### config.mk
export PLATFORM = sky130hd
export DESIGN_NAME = spm_top
export DESIGN_NICKNAME = d
export VERILOG_FILES = /design/src/spm_pkg.sv /design/src/spm_top.sv /design/src/spm_sync.sv
export VERILOG_INCLUDE_DIRS = /design/src /design/src/src
export SDC_FILE = /design/constraint.sdc
export NUM_CORES = 1
export LEC_CHECK = 0
export BUFFER_PORTS_ARGS = -buffer_cell sky130_fd_sc_hd__buf_4
export CORE_ASPECT_RATIO = 0.5
export CORE_UTILIZATION = 54
export CTS_BUF_LIST = sky130_fd_sc_hd__clkbuf_8 sky130_fd_sc_hd__clkbuf_16
export CTS_CLUSTER_SIZE = 12
export DETAILED_ROUTE_END_ITERATION = 7
export GPL_ROUTABILITY_DRIVEN = 0
export PLACE_DENSITY = 0.85
export SLEW_MARGIN = 10
export SYNTH_ARGS = -nofsm -noshare
export SYNTH_HDL_FRONTEND = slang
export SYNTH_SLANG_ARGS = --single-unit
### constraint.sdc
create_clock -name REF_CLK -period 2.6 [get_ports REF_CLK]
set_input_delay 0.39 -clock REF_CLK [delete_from_list [all_inputs] [get_ports REF_CLK]]
set_output_delay 0.39 -clock REF_CLK [all_outputs]
set_load 0.02 [all_outputs]
### src/spm_regs.svh
// Register map, field positions, reset values and timing counts of the sleep power manager
`ifndef SPM_REGS_SVH
`define SPM_REGS_SVH

// Register indices; byte address is four times the index
`define SPM_IDX_MCU_POWER_CONTROL 8'h35
`define SPM_IDX_PERIPH_GATE       8'h00
`define SPM_IDX_SLEEP_STATUS      8'h36

// mcu_power_control fields
`define SPM_BIT_BRS_OFF    7
`define SPM_BIT_PULLUP_OFF 6
`define SPM_BIT_SLEEP_EN   5
`define SPM_BIT_MODE_HI    4
`define SPM_BIT_MODE_LO    3
`define SPM_BIT_BRS_UNLOCK 2
`define SPM_BIT_SENSE_HI   1
`define SPM_BIT_SENSE_LO   0
`define SPM_RST_MCU_POWER_CONTROL 8'h00

// peripheral_clock_gate_reg fields
`define SPM_BIT_TIMER1_GATE 3
`define SPM_BIT_TIMER0_GATE 2
`define SPM_BIT_USI_GATE    1
`define SPM_BIT_CONV_GATE   0
`define SPM_RST_PERIPH_GATE 8'h00

// sleep status fields
`define SPM_BIT_ST_SLEEP   0
`define SPM_BIT_ST_WAKING  1
`define SPM_BIT_ST_BOD_OFF 2
`define SPM_BIT_ST_INBUF   3
`define SPM_BIT_ST_MODE_LO 4

// Bus responses
`define SPM_RESP_OKAY   2'h0
`define SPM_RESP_SLVERR 2'h2

// Timing
`define SPM_REF_CLK_MHZ      20
`define SPM_UNLOCK_CYC       4
`define SPM_BRS_DELAY_CYC    3
`define SPM_BRS_HOLD_CYC     3
`define SPM_STANDBY_WAKE_CYC 6
`define SPM_IRQ_HALT_CYC     4
`define SPM_BOD_WAKE_US      60

`endif

### src/spm_pkg.sv
// Types of the sleep power manager
package spm_pkg;

    typedef enum logic [1:0] {
        SPM_ACTIVE,
        SPM_SLEEP,
        SPM_WAKE
    } spm_fsm_e;

    typedef enum logic [1:0] {
        SPM_IDLE,
        SPM_CONV_NR,
        SPM_POWER_DOWN,
        SPM_STANDBY
    } spm_mode_e;

    typedef struct packed {
        spm_fsm_e   fsm;
        spm_mode_e  mode;
        logic       bod_off;
        logic [10:0] wake_cnt;
        logic [2:0] unlock_cnt;
        logic [2:0] brs_cnt;
        logic       pullup_off;
        logic       sleep_en;
        logic [1:0] sm;
        logic [1:0] sense;
        logic [3:0] gate;
        logic       adc_en_d;
        logic       adc_ext;
        logic       cpu_clk;
        logic       flash_clk;
        logic       io_clk;
        logic       adc_clk;
        logic       osc_en;
        logic [3:0] periph_clk;
        logic [3:0] periph_acc;
        logic       bod_on;
        logic       acomp_on;
        logic       adc_run;
        logic       vref_on;
        logic       wdt_run;
        logic       inbuf_on;
        logic       aw_full;
        logic [7:0] aw_addr;
        logic       w_full;
        logic [7:0] w_data;
        logic       w_strb;
        logic       awready;
        logic       wready;
        logic       bvalid;
        logic [1:0] bresp;
        logic       arready;
        logic       rvalid;
        logic [1:0] rresp;
        logic [7:0] rdata;
    } spm_state_s;

endpackage : spm_pkg

### src/spm_top.sv
// Sleep power manager: sleep modes, timed detector shutdown, peripheral clock gating
`include "spm_regs.svh"
`timescale 1ns/1ps
`default_nettype none
module spm_top
    import spm_pkg::*;
#(
    parameter int OSC_STARTUP_CYC = 6
) (
    // Clock, reset, enable
    input  wire logic        REF_CLK,
    input  wire logic        RSTN,
    input  wire logic        CE,
    // AXI4-Lite slave
    input  wire logic [7:0]  AWADDR,
    input  wire logic        AWVALID,
    output logic             AWREADY,
    input  wire logic [31:0] WDATA,
    input  wire logic [3:0]  WSTRB,
    input  wire logic        WVALID,
    output logic             WREADY,
    output logic [1:0]       BRESP,
    output logic             BVALID,
    input  wire logic        BREADY,
    input  wire logic [7:0]  ARADDR,
    input  wire logic        ARVALID,
    output logic             ARREADY,
    output logic [31:0]      RDATA,
    output logic [1:0]       RRESP,
    output logic             RVALID,
    input  wire logic        RREADY,
    // Core
    input  wire logic        SLEEP_EXEC,
    input  wire logic        IRQ_PENDING,
    input  wire logic        ADC_DONE_IRQ,
    // Asynchronous wake sources
    input  wire logic        EXT_IRQ_ZERO_LVL,
    input  wire logic        PIN_CHANGE_IRQ,
    input  wire logic        WDT_RESET_REQ,
    input  wire logic        BOD_RESET_REQ,
    // Configuration from other blocks
    input  wire logic        XTAL_CLOCK_SEL,
    input  wire logic        BROWNOUT_LEVEL_FUSE_EN,
    input  wire logic        ADC_ENABLE,
    input  wire logic        ADC_CONV_START,
    input  wire logic        ACOMP_ENABLE,
    input  wire logic        ACOMP_USE_VREF,
    input  wire logic        WDT_ENABLE,
    // Clock enables
    output logic             CPU_CLK_EN,
    output logic             FLASH_CLK_EN,
    output logic             IO_CLK_EN,
    output logic             ADC_CLK_EN,
    output logic             OSC_EN,
    output logic [3:0]       PERIPH_CLK_EN,
    output logic [3:0]       PERIPH_ACCESS_EN,
    // Analog and misc control
    output logic             BROWNOUT_DETECTOR_EN,
    output logic             ACOMP_EN,
    output logic             ADC_RUN,
    output logic             ADC_EXTENDED_CONV,
    output logic             VREF_EN,
    output logic             WDT_RUN,
    output logic             INPUT_BUF_EN,
    output logic             PULLUP_GLOBAL_OFF,
    output logic [1:0]       EXT_IRQ_SENSE
);
    localparam int BOD_WAKE_CYC = `SPM_BOD_WAKE_US * `SPM_REF_CLK_MHZ;
    localparam logic [2:0] BRS_TOTAL = 3'(`SPM_BRS_DELAY_CYC + `SPM_BRS_HOLD_CYC);
    localparam logic [2:0] BRS_HOLD = 3'(`SPM_BRS_HOLD_CYC);

    spm_state_s r;
    spm_state_s n;
    logic [3:0] wake_src;
    logic       wr_en;
    logic [7:0] wr_data;
    logic       brs_eff;
    logic       deep;
    logic       io_on;
    logic       adc_on;
    logic [10:0] start_cyc;

    spm_sync #(
        .WIDTH(4)
    ) u_sync (
        .clk      (REF_CLK),
        .rst_n    (RSTN),
        .ce       (CE),
        .async_in ({BOD_RESET_REQ, WDT_RESET_REQ, PIN_CHANGE_IRQ, EXT_IRQ_ZERO_LVL}),
        .sync_out (wake_src)
    );

    function automatic logic [7:0] idx_addr(input logic [7:0] idx);
        idx_addr = {idx[5:0], 2'h0};
    endfunction : idx_addr

    function automatic logic addr_hit(input logic [7:0] a);
        addr_hit = (a == idx_addr(`SPM_IDX_MCU_POWER_CONTROL))
                || (a == idx_addr(`SPM_IDX_PERIPH_GATE))
                || (a == idx_addr(`SPM_IDX_SLEEP_STATUS));
    endfunction : addr_hit

    function automatic spm_mode_e decode_mode(input logic [1:0] sm, input logic xtal);
        unique case (sm)
            2'h0: decode_mode = SPM_IDLE;
            2'h1: decode_mode = SPM_CONV_NR;
            2'h2: decode_mode = SPM_POWER_DOWN;
            2'h3: decode_mode = xtal ? SPM_STANDBY : SPM_POWER_DOWN;
        endcase
    endfunction : decode_mode

    function automatic logic is_deep(input spm_mode_e m);
        is_deep = (m == SPM_POWER_DOWN) || (m == SPM_STANDBY);
    endfunction : is_deep

    always_comb begin
        n       = r;
        wr_en   = 1'b0;
        wr_data = r.w_data;
        brs_eff = (r.brs_cnt != 3'h0) && (r.brs_cnt <= BRS_HOLD);
        start_cyc = 11'h000;

        // Write channel capture, address and data in either order
        if (AWVALID && r.awready) begin
            n.aw_full = 1'b1;
            n.aw_addr = AWADDR;
        end
        if (WVALID && r.wready) begin
            n.w_full = 1'b1;
            n.w_data = WDATA[7:0];
            n.w_strb = WSTRB[0];
        end
        if (BREADY && r.bvalid) begin
            n.bvalid = 1'b0;
        end
        if (n.aw_full && n.w_full && !n.bvalid) begin
            wr_en   = n.w_strb && addr_hit(n.aw_addr);
            wr_data = n.w_data;
            n.bvalid = 1'b1;
            n.bresp  = addr_hit(n.aw_addr) ? `SPM_RESP_OKAY : `SPM_RESP_SLVERR;
            n.aw_full = 1'b0;
            n.w_full  = 1'b0;
        end
        n.awready = !n.aw_full;
        n.wready  = !n.w_full;

        // Read channel
        if (RREADY && r.rvalid) begin
            n.rvalid = 1'b0;
        end
        if (ARVALID && r.arready) begin
            n.rvalid = 1'b1;
            n.rresp  = addr_hit(ARADDR) ? `SPM_RESP_OKAY : `SPM_RESP_SLVERR;
            n.rdata  = 8'h00;
            if (ARADDR == idx_addr(`SPM_IDX_MCU_POWER_CONTROL)) begin
                n.rdata[`SPM_BIT_BRS_OFF]    = r.brs_cnt != 3'h0;
                n.rdata[`SPM_BIT_PULLUP_OFF] = r.pullup_off;
                n.rdata[`SPM_BIT_SLEEP_EN]   = r.sleep_en;
                n.rdata[`SPM_BIT_MODE_HI]    = r.sm[1];
                n.rdata[`SPM_BIT_MODE_LO]    = r.sm[0];
                n.rdata[`SPM_BIT_BRS_UNLOCK] = r.unlock_cnt != 3'h0;
                n.rdata[`SPM_BIT_SENSE_HI]   = r.sense[1];
                n.rdata[`SPM_BIT_SENSE_LO]   = r.sense[0];
            end else if (ARADDR == idx_addr(`SPM_IDX_PERIPH_GATE)) begin
                n.rdata[3:0] = r.gate;
            end else if (ARADDR == idx_addr(`SPM_IDX_SLEEP_STATUS)) begin
                n.rdata[`SPM_BIT_ST_SLEEP]   = r.fsm == SPM_SLEEP;
                n.rdata[`SPM_BIT_ST_WAKING]  = r.fsm == SPM_WAKE;
                n.rdata[`SPM_BIT_ST_BOD_OFF] = r.bod_off;
                n.rdata[`SPM_BIT_ST_INBUF]   = r.inbuf_on;
                n.rdata[`SPM_BIT_ST_MODE_LO +: 2] = r.mode;
            end
        end
        n.arready = !n.rvalid;

        // unlock window and off-bit lifetime count down
        if (r.unlock_cnt != 3'h0) begin
            n.unlock_cnt = r.unlock_cnt - 3'h1;
        end
        if (r.brs_cnt != 3'h0) begin
            n.brs_cnt = r.brs_cnt - 3'h1;
        end

        if (wr_en && (n.aw_addr == idx_addr(`SPM_IDX_MCU_POWER_CONTROL))) begin
            n.pullup_off = wr_data[`SPM_BIT_PULLUP_OFF];
            n.sleep_en   = wr_data[`SPM_BIT_SLEEP_EN];
            n.sm         = {wr_data[`SPM_BIT_MODE_HI], wr_data[`SPM_BIT_MODE_LO]};
            n.sense      = {wr_data[`SPM_BIT_SENSE_HI], wr_data[`SPM_BIT_SENSE_LO]};
            if (wr_data[`SPM_BIT_BRS_OFF] && wr_data[`SPM_BIT_BRS_UNLOCK]) begin
                n.unlock_cnt = 3'(`SPM_UNLOCK_CYC);
            end else if (wr_data[`SPM_BIT_BRS_OFF] && (r.unlock_cnt != 3'h0)) begin
                n.brs_cnt    = BRS_TOTAL;
                n.unlock_cnt = 3'h0;
            end else if (!wr_data[`SPM_BIT_BRS_OFF]) begin
                n.brs_cnt = 3'h0;
            end
            // off without unlock leaves the off-bit count unchanged
        end
        if (wr_en && (n.aw_addr == idx_addr(`SPM_IDX_PERIPH_GATE))) begin
            n.gate = wr_data[3:0];
        end

        unique case (r.fsm)
            SPM_ACTIVE: begin
                if (SLEEP_EXEC && r.sleep_en) begin
                    n.fsm  = SPM_SLEEP;
                    n.mode = decode_mode(r.sm, XTAL_CLOCK_SEL);
                    n.bod_off = brs_eff && is_deep(decode_mode(r.sm, XTAL_CLOCK_SEL));
                end
            end
            SPM_SLEEP: begin
                if (is_deep(r.mode)) begin
                    start_cyc = (r.mode == SPM_STANDBY) ? 11'(`SPM_STANDBY_WAKE_CYC)
                                                        : 11'(OSC_STARTUP_CYC);
                end
                // detector must settle before code runs
                if (r.bod_off && (start_cyc < 11'(BOD_WAKE_CYC))) begin
                    start_cyc = 11'(BOD_WAKE_CYC);
                end
                if (wake_src[3] || wake_src[2]) begin
                    n.fsm      = SPM_WAKE;
                    n.wake_cnt = start_cyc;
                end else if (wake_src[1] || wake_src[0]
                             || ((r.mode == SPM_CONV_NR) && ADC_DONE_IRQ)
                             || ((r.mode == SPM_IDLE) && IRQ_PENDING)) begin
                    n.fsm = SPM_WAKE;
                    n.wake_cnt = start_cyc + 11'(`SPM_IRQ_HALT_CYC);
                end
            end
            SPM_WAKE: begin
                if (r.wake_cnt <= 11'h001) begin
                    n.fsm      = SPM_ACTIVE;
                    n.wake_cnt = 11'h000;
                    n.bod_off  = 1'b0;
                end else begin
                    n.wake_cnt = r.wake_cnt - 11'h001;
                end
            end
            default: begin
                n.fsm = SPM_ACTIVE;
            end
        endcase

        // deep is set in every sleep mode; only power-down stops every generated clock
        deep   = n.fsm == SPM_SLEEP;
        // idle keeps I/O and converter clocks
        // noise reduction keeps only the converter clock
        io_on  = !deep || (n.mode == SPM_IDLE);
        adc_on = !deep || (n.mode == SPM_IDLE) || (n.mode == SPM_CONV_NR);
        n.cpu_clk   = n.fsm == SPM_ACTIVE;
        n.flash_clk = n.fsm == SPM_ACTIVE;
        n.io_clk    = io_on;
        n.adc_clk   = adc_on;
        n.osc_en    = !deep || (n.mode != SPM_POWER_DOWN);
        // gating matters only while the domain clock runs
        // clearing a bit simply restores the clock
        n.periph_clk = {io_on, io_on, io_on, adc_on} & ~n.gate;
        n.periph_acc = ~n.gate;
        n.bod_on   = BROWNOUT_LEVEL_FUSE_EN && !(deep && n.bod_off);
        n.acomp_on = ACOMP_ENABLE && adc_on;
        n.adc_run  = ADC_ENABLE;
        n.adc_en_d = ADC_ENABLE;
        if (ADC_CONV_START) begin
            n.adc_ext = 1'b0;
        end
        // re-enable flags an extended conversion; set beats clear
        if (ADC_ENABLE && !r.adc_en_d) begin
            n.adc_ext = 1'b1;
        end
        n.vref_on  = n.bod_on || (ACOMP_ENABLE && ACOMP_USE_VREF) || ADC_ENABLE;
        n.wdt_run  = WDT_ENABLE;
        // buffers off when both clocks stop
        n.inbuf_on = io_on || adc_on;
    end

    always_ff @(posedge REF_CLK or negedge RSTN) begin
        if (!RSTN) begin
            r <= '0;
        end else if (CE) begin
            r <= n;
        end
    end

    assign AWREADY              = r.awready;
    assign WREADY               = r.wready;
    assign BVALID               = r.bvalid;
    assign BRESP                = r.bresp;
    assign ARREADY              = r.arready;
    assign RVALID               = r.rvalid;
    assign RRESP                = r.rresp;
    assign RDATA                = {24'h000000, r.rdata};
    assign CPU_CLK_EN           = r.cpu_clk;
    assign FLASH_CLK_EN         = r.flash_clk;
    assign IO_CLK_EN            = r.io_clk;
    assign ADC_CLK_EN           = r.adc_clk;
    assign OSC_EN               = r.osc_en;
    assign PERIPH_CLK_EN        = r.periph_clk;
    assign PERIPH_ACCESS_EN     = r.periph_acc;
    assign BROWNOUT_DETECTOR_EN = r.bod_on;
    assign ACOMP_EN             = r.acomp_on;
    assign ADC_RUN              = r.adc_run;
    assign ADC_EXTENDED_CONV    = r.adc_ext;
    assign VREF_EN              = r.vref_on;
    assign WDT_RUN              = r.wdt_run;
    assign INPUT_BUF_EN         = r.inbuf_on;
    assign PULLUP_GLOBAL_OFF    = r.pullup_off;
    assign EXT_IRQ_SENSE        = r.sense;
endmodule : spm_top
`default_nettype wire

### src/spm_sync.sv
// Three-flop input synchroniser with agreement filter
`timescale 1ns/1ps
`default_nettype none
module spm_sync #(
    parameter int WIDTH = 4
) (
    // Clock and reset
    input  wire logic             clk,
    input  wire logic             rst_n,
    input  wire logic             ce,
    // Data
    input  wire logic [WIDTH-1:0] async_in,
    output logic      [WIDTH-1:0] sync_out
);
    logic [WIDTH-1:0] s1_reg;
    logic [WIDTH-1:0] s2_reg;
    logic [WIDTH-1:0] s3_reg;
    logic [WIDTH-1:0] out_next;

    // A bit changes only once stages two and three agree
    always_comb begin
        for (int i = 0; i < WIDTH; i++) begin
            out_next[i] = (s2_reg[i] == s3_reg[i]) ? s3_reg[i] : sync_out[i];
        end
    end

    always_ff @(posedge clk or negedge rst_n) begin
        if (!rst_n) begin
            s1_reg   <= '0;
            s2_reg   <= '0;
            s3_reg   <= '0;
            sync_out <= '0;
        end else if (ce) begin
            s1_reg   <= async_in;
            s2_reg   <= s1_reg;
            s3_reg   <= s2_reg;
            sync_out <= out_next;
        end
    end
endmodule : spm_sync
`default_nettype wire

==> results of run 1 <==
==> synthesized netlist by cell type, types with 4 or more instances <==
cell type,instances
o21ai_0,51
mux2i_1,10
nand3_1,7
a21oi_1,33
mux2_2,47
nor2_1,41
dfrtp_1,101
inv_1,19
buf_4,48
ha_1,12
a22oi_1,4
a31oi_1,5
nand2_1,45
clkbuf_1,15
o31ai_1,4
a222oi_1,4
nor2b_1,10
nor4_1,9
nor3b_1,4
nor3_1,9
==> critical path: stages, from the launching register on <==
cell	delay [ns]
dfrtp_1	0.44
or4_1	0.60
o41ai_4	0.46
a21oi_2	0.16
a211o_1	0.37
mux2_4	0.29
==> cell usage in the layout, fill, tap and decap left out, types with 2 or more instances in the layout <==
| master | instances |
|---|---|
| a21o_1 | 3 |
| nand3b_1 | 2 |
| dfrtp_1 | 101 |
| nor4_1 | 9 |
| a22o_1 | 2 |
| mux2_2 | 47 |
| a31o_2 | 3 |
| mux2i_1 | 10 |
| nor2_1 | 41 |
| a31oi_1 | 5 |
| ha_1 | 12 |
| nand4b_1 | 2 |
| o41ai_1 | 3 |
| a211o_1 | 2 |
| nor2b_1 | 10 |
| bufinv_16 | 3 |
| buf_4 | 93 |
| a21oi_1 | 33 |
| nand2b_1 | 3 |
| a211oi_1 | 2 |
| nor3_1 | 9 |
| o2bb2ai_1 | 3 |
| clkbuf_16 | 9 |
| nand2_1 | 45 |
| a22oi_1 | 4 |
| o31ai_1 | 4 |
| o21ai_0 | 51 |
| a222oi_1 | 4 |
| nor3b_1 | 4 |
| or4_1 | 2 |
| and3_1 | 3 |
| conb_1 | 26 |
| and4b_1 | 2 |
| inv_1 | 19 |
| nand3_1 | 7 |
| a32o_1 | 2 |
| a21oi_2 | 2 |
==> worst paths after layout <==
path | endpoint | slack, ns | depth (start not counted)
setup / recovery | IO_CLK_EN | 0.17 | 5
hold / removal | ADC_RUN | 0.26 | 3
setup reg to reg | IO_CLK_EN | 0.17 | 5
hold reg to reg | r[81] | 0.49 | 1
max in group asynchronous | u_sync.s3_reg[2] | 1.42 | 3
min in group asynchronous | r[77] | 0.47 | 2
==> per-stage QoR <==
step / area (um^2) / utilization, %
6_report: 6304 / 65.86
5_1_grt: 6304 / 65.86
4_1_cts: 6292 / 65.74
3_5_place_dp: 5946 / 62.12
3_3_place_gp: 5946 / 62.12
2_1_floorplan: 5489 / -
==> power by group through the flow <==
stage / Clock [uW] / Sequential (uW) / Combinational, uW
after floorplan: 0 / 2350 / 1510
after global placement: 0 / 2370 / 1960
after detailed placement: 0 / 2390 / 2040
after CTS: 1550 / 2370 / 2060
after global routing: 1610 / 2440 / 2320
final: 1530 / 2380 / 2090
==> kinds of logic (layout without fill, tap and decap cells) <==
kind of cell             Yosys count  count (layout)
AO/OA/AOI/OAI                    135             135
XOR/XNOR                           2               2
adder cells (fa/ha/maj)           12              12
buffers and inverters             85             129
flip-flops                       101             101
multiplexers                      58              58
other                              1              26
AND/OR/NAND/NOR                  144             144
==> routing by layer <==
metal | vias up | global-route usage, % | routed length (um) | share of wire, %
met5 | - | 0 | 0 | 0
li1 | 1993 | - | - | -
met4 | 0 | 9.929 | 221 | 1.9
met1 | 2009 | 30.34 | 5238 | 45
met3 | 22 | 5.249 | 590 | 5.1
met2 | 141 | 38.19 | 5583 | 48
==> final cells by class <==
type | instances | area [um^2] | share of cell area (%)
Sequential cell | 101 | 2527 | 40.10
Multi-Input combinational cell | 377 | 2471 | 39.20
Timing Repair Buffer | 95 | 728.2 | 11.55
Clock buffer | 9 | 225.2 | 3.573
Tap cell | 135 | 168.9 | 2.680
Clock inverter | 6 | 111.4 | 1.767
Inverter | 19 | 71.32 | 1.131
==> timing repair <==
| item | 4_1_cts | 5_1_grt |
|---|---|---|
| gates resized for setup | 0 | 1 |
| setup endpoints to repair | 0 | 2 |
| hold buffers | 1 | 0 |
| endpoints found under the hold margin | 20 | 0 |
==> reports/results.ini, run 1 <==
[placement]
portBuffers = 84
place_hpwl_um = 8245
placedCellCount = 726
place_ws_ns = 0.1021

[pwr]
swShare_pct = 35.64
power.leakage_uw = 0.002847
p_clk_share_pct = 25.5
seqPwrFrac_pct = 39.7
intPower_uw = 3858
p_comb_share_pct = 34.8
power_switching_uw = 2136
peakVddDrop_mv = 0.5024
total_power_uw = 5995
power.density_nw_per_um2 = 951.0

[sta]
setup_ws_ns = 0.1744
slew_viol_final = 0
rsz0062_at_grt = no
finalSetupTns_ns = 0
final-hold-violation-count = 0
max_freq_mhz = 412.3
finalSetupViolCount = 0
hold_slack_ns = 0.2647
fin_skew_ns = 0.007012
relSlewSlack_pct = 65.77
worstMarginPinSlew_ns = 0.5070
finalCriticalPeriod_ns = 2.426
timing.final.crit_share_pct = 93.29

[finish]
drive_above_1_share_pct = 27.35
final_cell_count_no_fill = 742
regMostFlops = r
area_growth_pct = 16.84
antenna_cells = 0
nFillCells = 753
nNetsFinal = 689
largest_reg_flops = 48

[yosys]
synth_top_area_share_pct = 46.85
synthXorXnorAreaFrac_pct = 0.3247
yosysWarningCount = 0
synth_fa_ha_area_share_pct = 2.783
synthSimpleGateAreaFrac_pct = 13.01
syn-cell-area_um2 = 5395
ys_ff_latch = 101
synthArstFlopShare_pct = 100.0
synth.area.mux_share_pct = 11.94
yosysTopAreaCell = dfrtp_1
avgSynthCellArea_um2 = 10.03
netlist_top_cells_area = dfrtp_1 (47%), mux2_2 (9.8%), buf_4 (6.7%), o21ai_0 (4.7%), nand2_1 (3.1%)
postSynthCellCount = 538
synth_top_family_by_area = compound AO/OA/AOI/OAI gates
synth_edf_count = 0
ys_types = 58
synth_compound_area_share_pct = 15.72
ys_seq_area_share_pct = 46.85
ys.flop_type = dfrtp_1

[die]
coreArea_um2 = 9572
die_w_um = 143.4
die_y_um = 72.68
die_area_um2 = 10420
io-pin-count = 138
rows = 25
start_util_pct = 56.37

[critical_path]
crit_arrival_ns = 2.66
end_kind = register
cp-startpoint = r[75]
crit_type = reg -> reg
worst_setup_path_start_kind = register
r2r-start = r[75]
crit_required_ns = 2.84
crit_fanout = 7

[clocking]
cts_sinks = 101
cts_root_buffer = clkbuf_16
post_cts_buffers = 0
clk_pin_slew_ns = 0.07
clock_latency_ns = 0.35
clk_path_buf_depth = 2
h-tree-depth = 3
cts_made_buffers = 9
cts_tree = built

[global_routing]
antenna_found_initial = 0
grt_first_pass_wirelength_um = 18630
grt_overflow = 0
track_usage_pct = 23.34
grt_start_max_net_pins = 82
grt_pass1_vias = 3929

[run]
max_cap_viol_count = 0

[routing]
viasPerCell = 5.613
drc = 0
vias = 4165
dr.pass1.iters = 5
wire_per_inst_um = 15.68
finalWirelength_um = 11630
ant_nets = 0
drt_iter0_drc = 324

[min_path]
hp-class = in -> reg
worstHoldStart = ADC_ENABLE

[status]
status = completed

No activity file was read; power rests on OpenSTA's default activity.
==> inputs of run 2 (changes only) <==
--- a/config.mk
+++ b/config.mk
@@ -7,8 +7,10 @@
 export NUM_CORES = 1
 export LEC_CHECK = 0
 export BUFFER_PORTS_ARGS = -buffer_cell sky130_fd_sc_hd__buf_4
+export CELL_PAD_IN_SITES_DETAIL_PLACEMENT = 1
+export CELL_PAD_IN_SITES_GLOBAL_PLACEMENT = 2
 export CORE_ASPECT_RATIO = 0.5
-export CORE_UTILIZATION = 54
+export CORE_UTILIZATION = 33
 export CTS_BUF_LIST = sky130_fd_sc_hd__clkbuf_8 sky130_fd_sc_hd__clkbuf_16
 export CTS_CLUSTER_SIZE = 12
 export DETAILED_ROUTE_END_ITERATION = 7
==> run 2 against run 1 <==
Critical endpoint unchanged. Final cell count up 13%. Via count about the same. First-iteration DRC count down 30%. Die area up 62%. Clock power down 9.8%. Sequential power about the same. Worst setup slack better by 0.0098 ns. Maximum frequency up 0.41%. Critical path depth unchanged. Combinational power up 2%. Routed wire length up 15%. Sequential share of layout area down 0.91 points. Highest routed layer unchanged.
==> reports/results.ini, run 2 (synthesis gave the netlist of run 1 again) <==
[pwr]
peakVddDrop_mv = 0.3378
power.leakage_uw = 0.002891
power.density_nw_per_um2 = 914.6

[die]
die_y_um = 92.42
die_area_um2 = 16900
io-pin-count = 138
die_w_um = 182.8
coreArea_um2 = 15700
start_util_pct = 34.37
rows = 32

[sta]
timing.final.crit_share_pct = 92.92
setup_ws_ns = 0.1842
worstMarginPinSlew_ns = 0.5533
slew_viol_final = 0
fin_skew_ns = 0.01013
finalCriticalPeriod_ns = 2.416
max_freq_mhz = 413.9
rsz0062_at_grt = no
final-hold-violation-count = 0
finalSetupViolCount = 0
finalSetupTns_ns = 0
relSlewSlack_pct = 63.01

[routing]
vias = 4168
drc = 0
drt_iter0_drc = 227
wire_per_inst_um = 16.01
finalWirelength_um = 13430
dr.pass1.iters = 5
viasPerCell = 4.968
ant_nets = 0

[critical_path]
slowest_delay_ns = 0.65
worst_setup_path_start_kind = register
crit_required_ns = 2.83
crit_arrival_ns = 2.65
worstPathCellList = or4_1 > o41ai_4 > a21oi_2 > a211o_1 > mux2_4
crit_type = reg -> reg
end_kind = register
crit_fanout = 7
slowest_stage = or4_1

[finish]
area_growth_pct = 19.55
antenna_cells = 0
regMostFlops = r
drive_above_1_share_pct = 28.48
largest_reg_flops = 48
nNetsFinal = 699
final_common_cell = buf_4
final_cell_mix = buf_4 (103), dfrtp_1 (101), o21ai_0 (51)

[global_routing]
track_usage_pct = 16.48
grt_pass1_vias = 4287
antenna_found_initial = 0
grt_first_pass_wirelength_um = 21940
grt_overflow = 0
grt_start_max_net_pins = 54

[clocking]
cts_made_buffers = 9
post_cts_buffers = 0
cts_tree = built
cts_sinks = 101
cts_root_buffer = clkbuf_16
clock_latency_ns = 0.35
clk_path_buf_depth = 2
clk_pin_slew_ns = 0.07
h-tree-depth = 3

[run]
max_cap_viol_count = 0

[placement]
place_ws_ns = 0.1220
place_hpwl_um = 10010
portBuffers = 84

[status]
status = completed

[min_path]
hp-class = in -> reg

[run 2: changes by cell type in the layout (fill, tap and decap cells not counted), sizes merged]
cell      previous run  this run
clkinvlp             1         0
bufinv               3         1
clkinv               1         3
buf                 94       104
inv                 20        21
clkbuf               9        10
[run 2: timing repair]
| action | CTS | global route |
|---|---|---|
| setup endpoints to repair | 0 | 5 |
| gates resized for setup | 0 | 1 |
| hold endpoints to repair | 14 | 0 |
| hold buffers | 1 | 0 |
[run 2: final cells by class]
| type | instances | area, um^2 |
|---|---|---|
| inverters | 19 | 71.32 |
| well taps | 221 | 276.5 |
| flip-flops and latches | 101 | 2527 |
| clock inverters | 6 | 61.31 |
| multi-input cells | 377 | 2471 |
| repair buffers | 105 | 803.3 |
| clock buffers | 10 | 239.0 |
| fillers | 1821 | 9245 |
[run 2: layer usage]
metal	part of all wire [%]	vias up	track usage [%]	wire (um)
met1	47	2075	21.33	6287
li1	-	2002	-	-
met4	0.72	0	3.542	97
met2	48	81	28.12	6476
met5	0	-	0	0
met3	4.3	10	3.893	573
[run 2: worst paths after layout]
kind	startpoint	endpoint	slack [ns]	depth (start not counted)
worst max register to register	r[79]	IO_CLK_EN	0.18	5
worst max-delay path	r[79]	IO_CLK_EN	0.18	5
max in group asynchronous	RSTN	FLASH_CLK_EN	1.45	3
worst min-delay path	WDT_RESET_REQ	u_sync.s1_reg[2]	0.28	2
min in group asynchronous	RSTN	AWREADY	0.44	2
worst min register to register	RDATA[1]	RDATA[1]	0.49	2
[run 2: per-stage QoR]
step | utilization (%) | power [uW] | hold WS [ns] | area [um^2] | instances
global route | 41.10 | 6327 | 0.2716 | 6450 | 839
global placement | 39.05 | 4427 | 0.2626 | 6128 | 822
detailed placement | 39.05 | 4535 | 0.2660 | 6128 | 822
CTS | 41.02 | 5923 | 0.2697 | 6439 | 839
floorplan | - | 3862 | 0.09441 | 5489 | 563
finish | 41.10 | 5899 | 0.2767 | 6450 | 839
[run 2: where the power goes]
| part | internal, uW | switching (uW) | total, uW |
|---|---|---|---|
| Sequential | 2000 | 381 | 2380 |
| Combinational | 944 | 1200 | 2140 |
| Clock | 772 | 606 | 1380 |
[run 2: worst max-delay path, delay by kind of cell, from the launching register on]
family	cells	cell delay [ns]
mux	1	0.29
compound gates	3	0.92
simple gates	1	0.65
flops	1	0.44
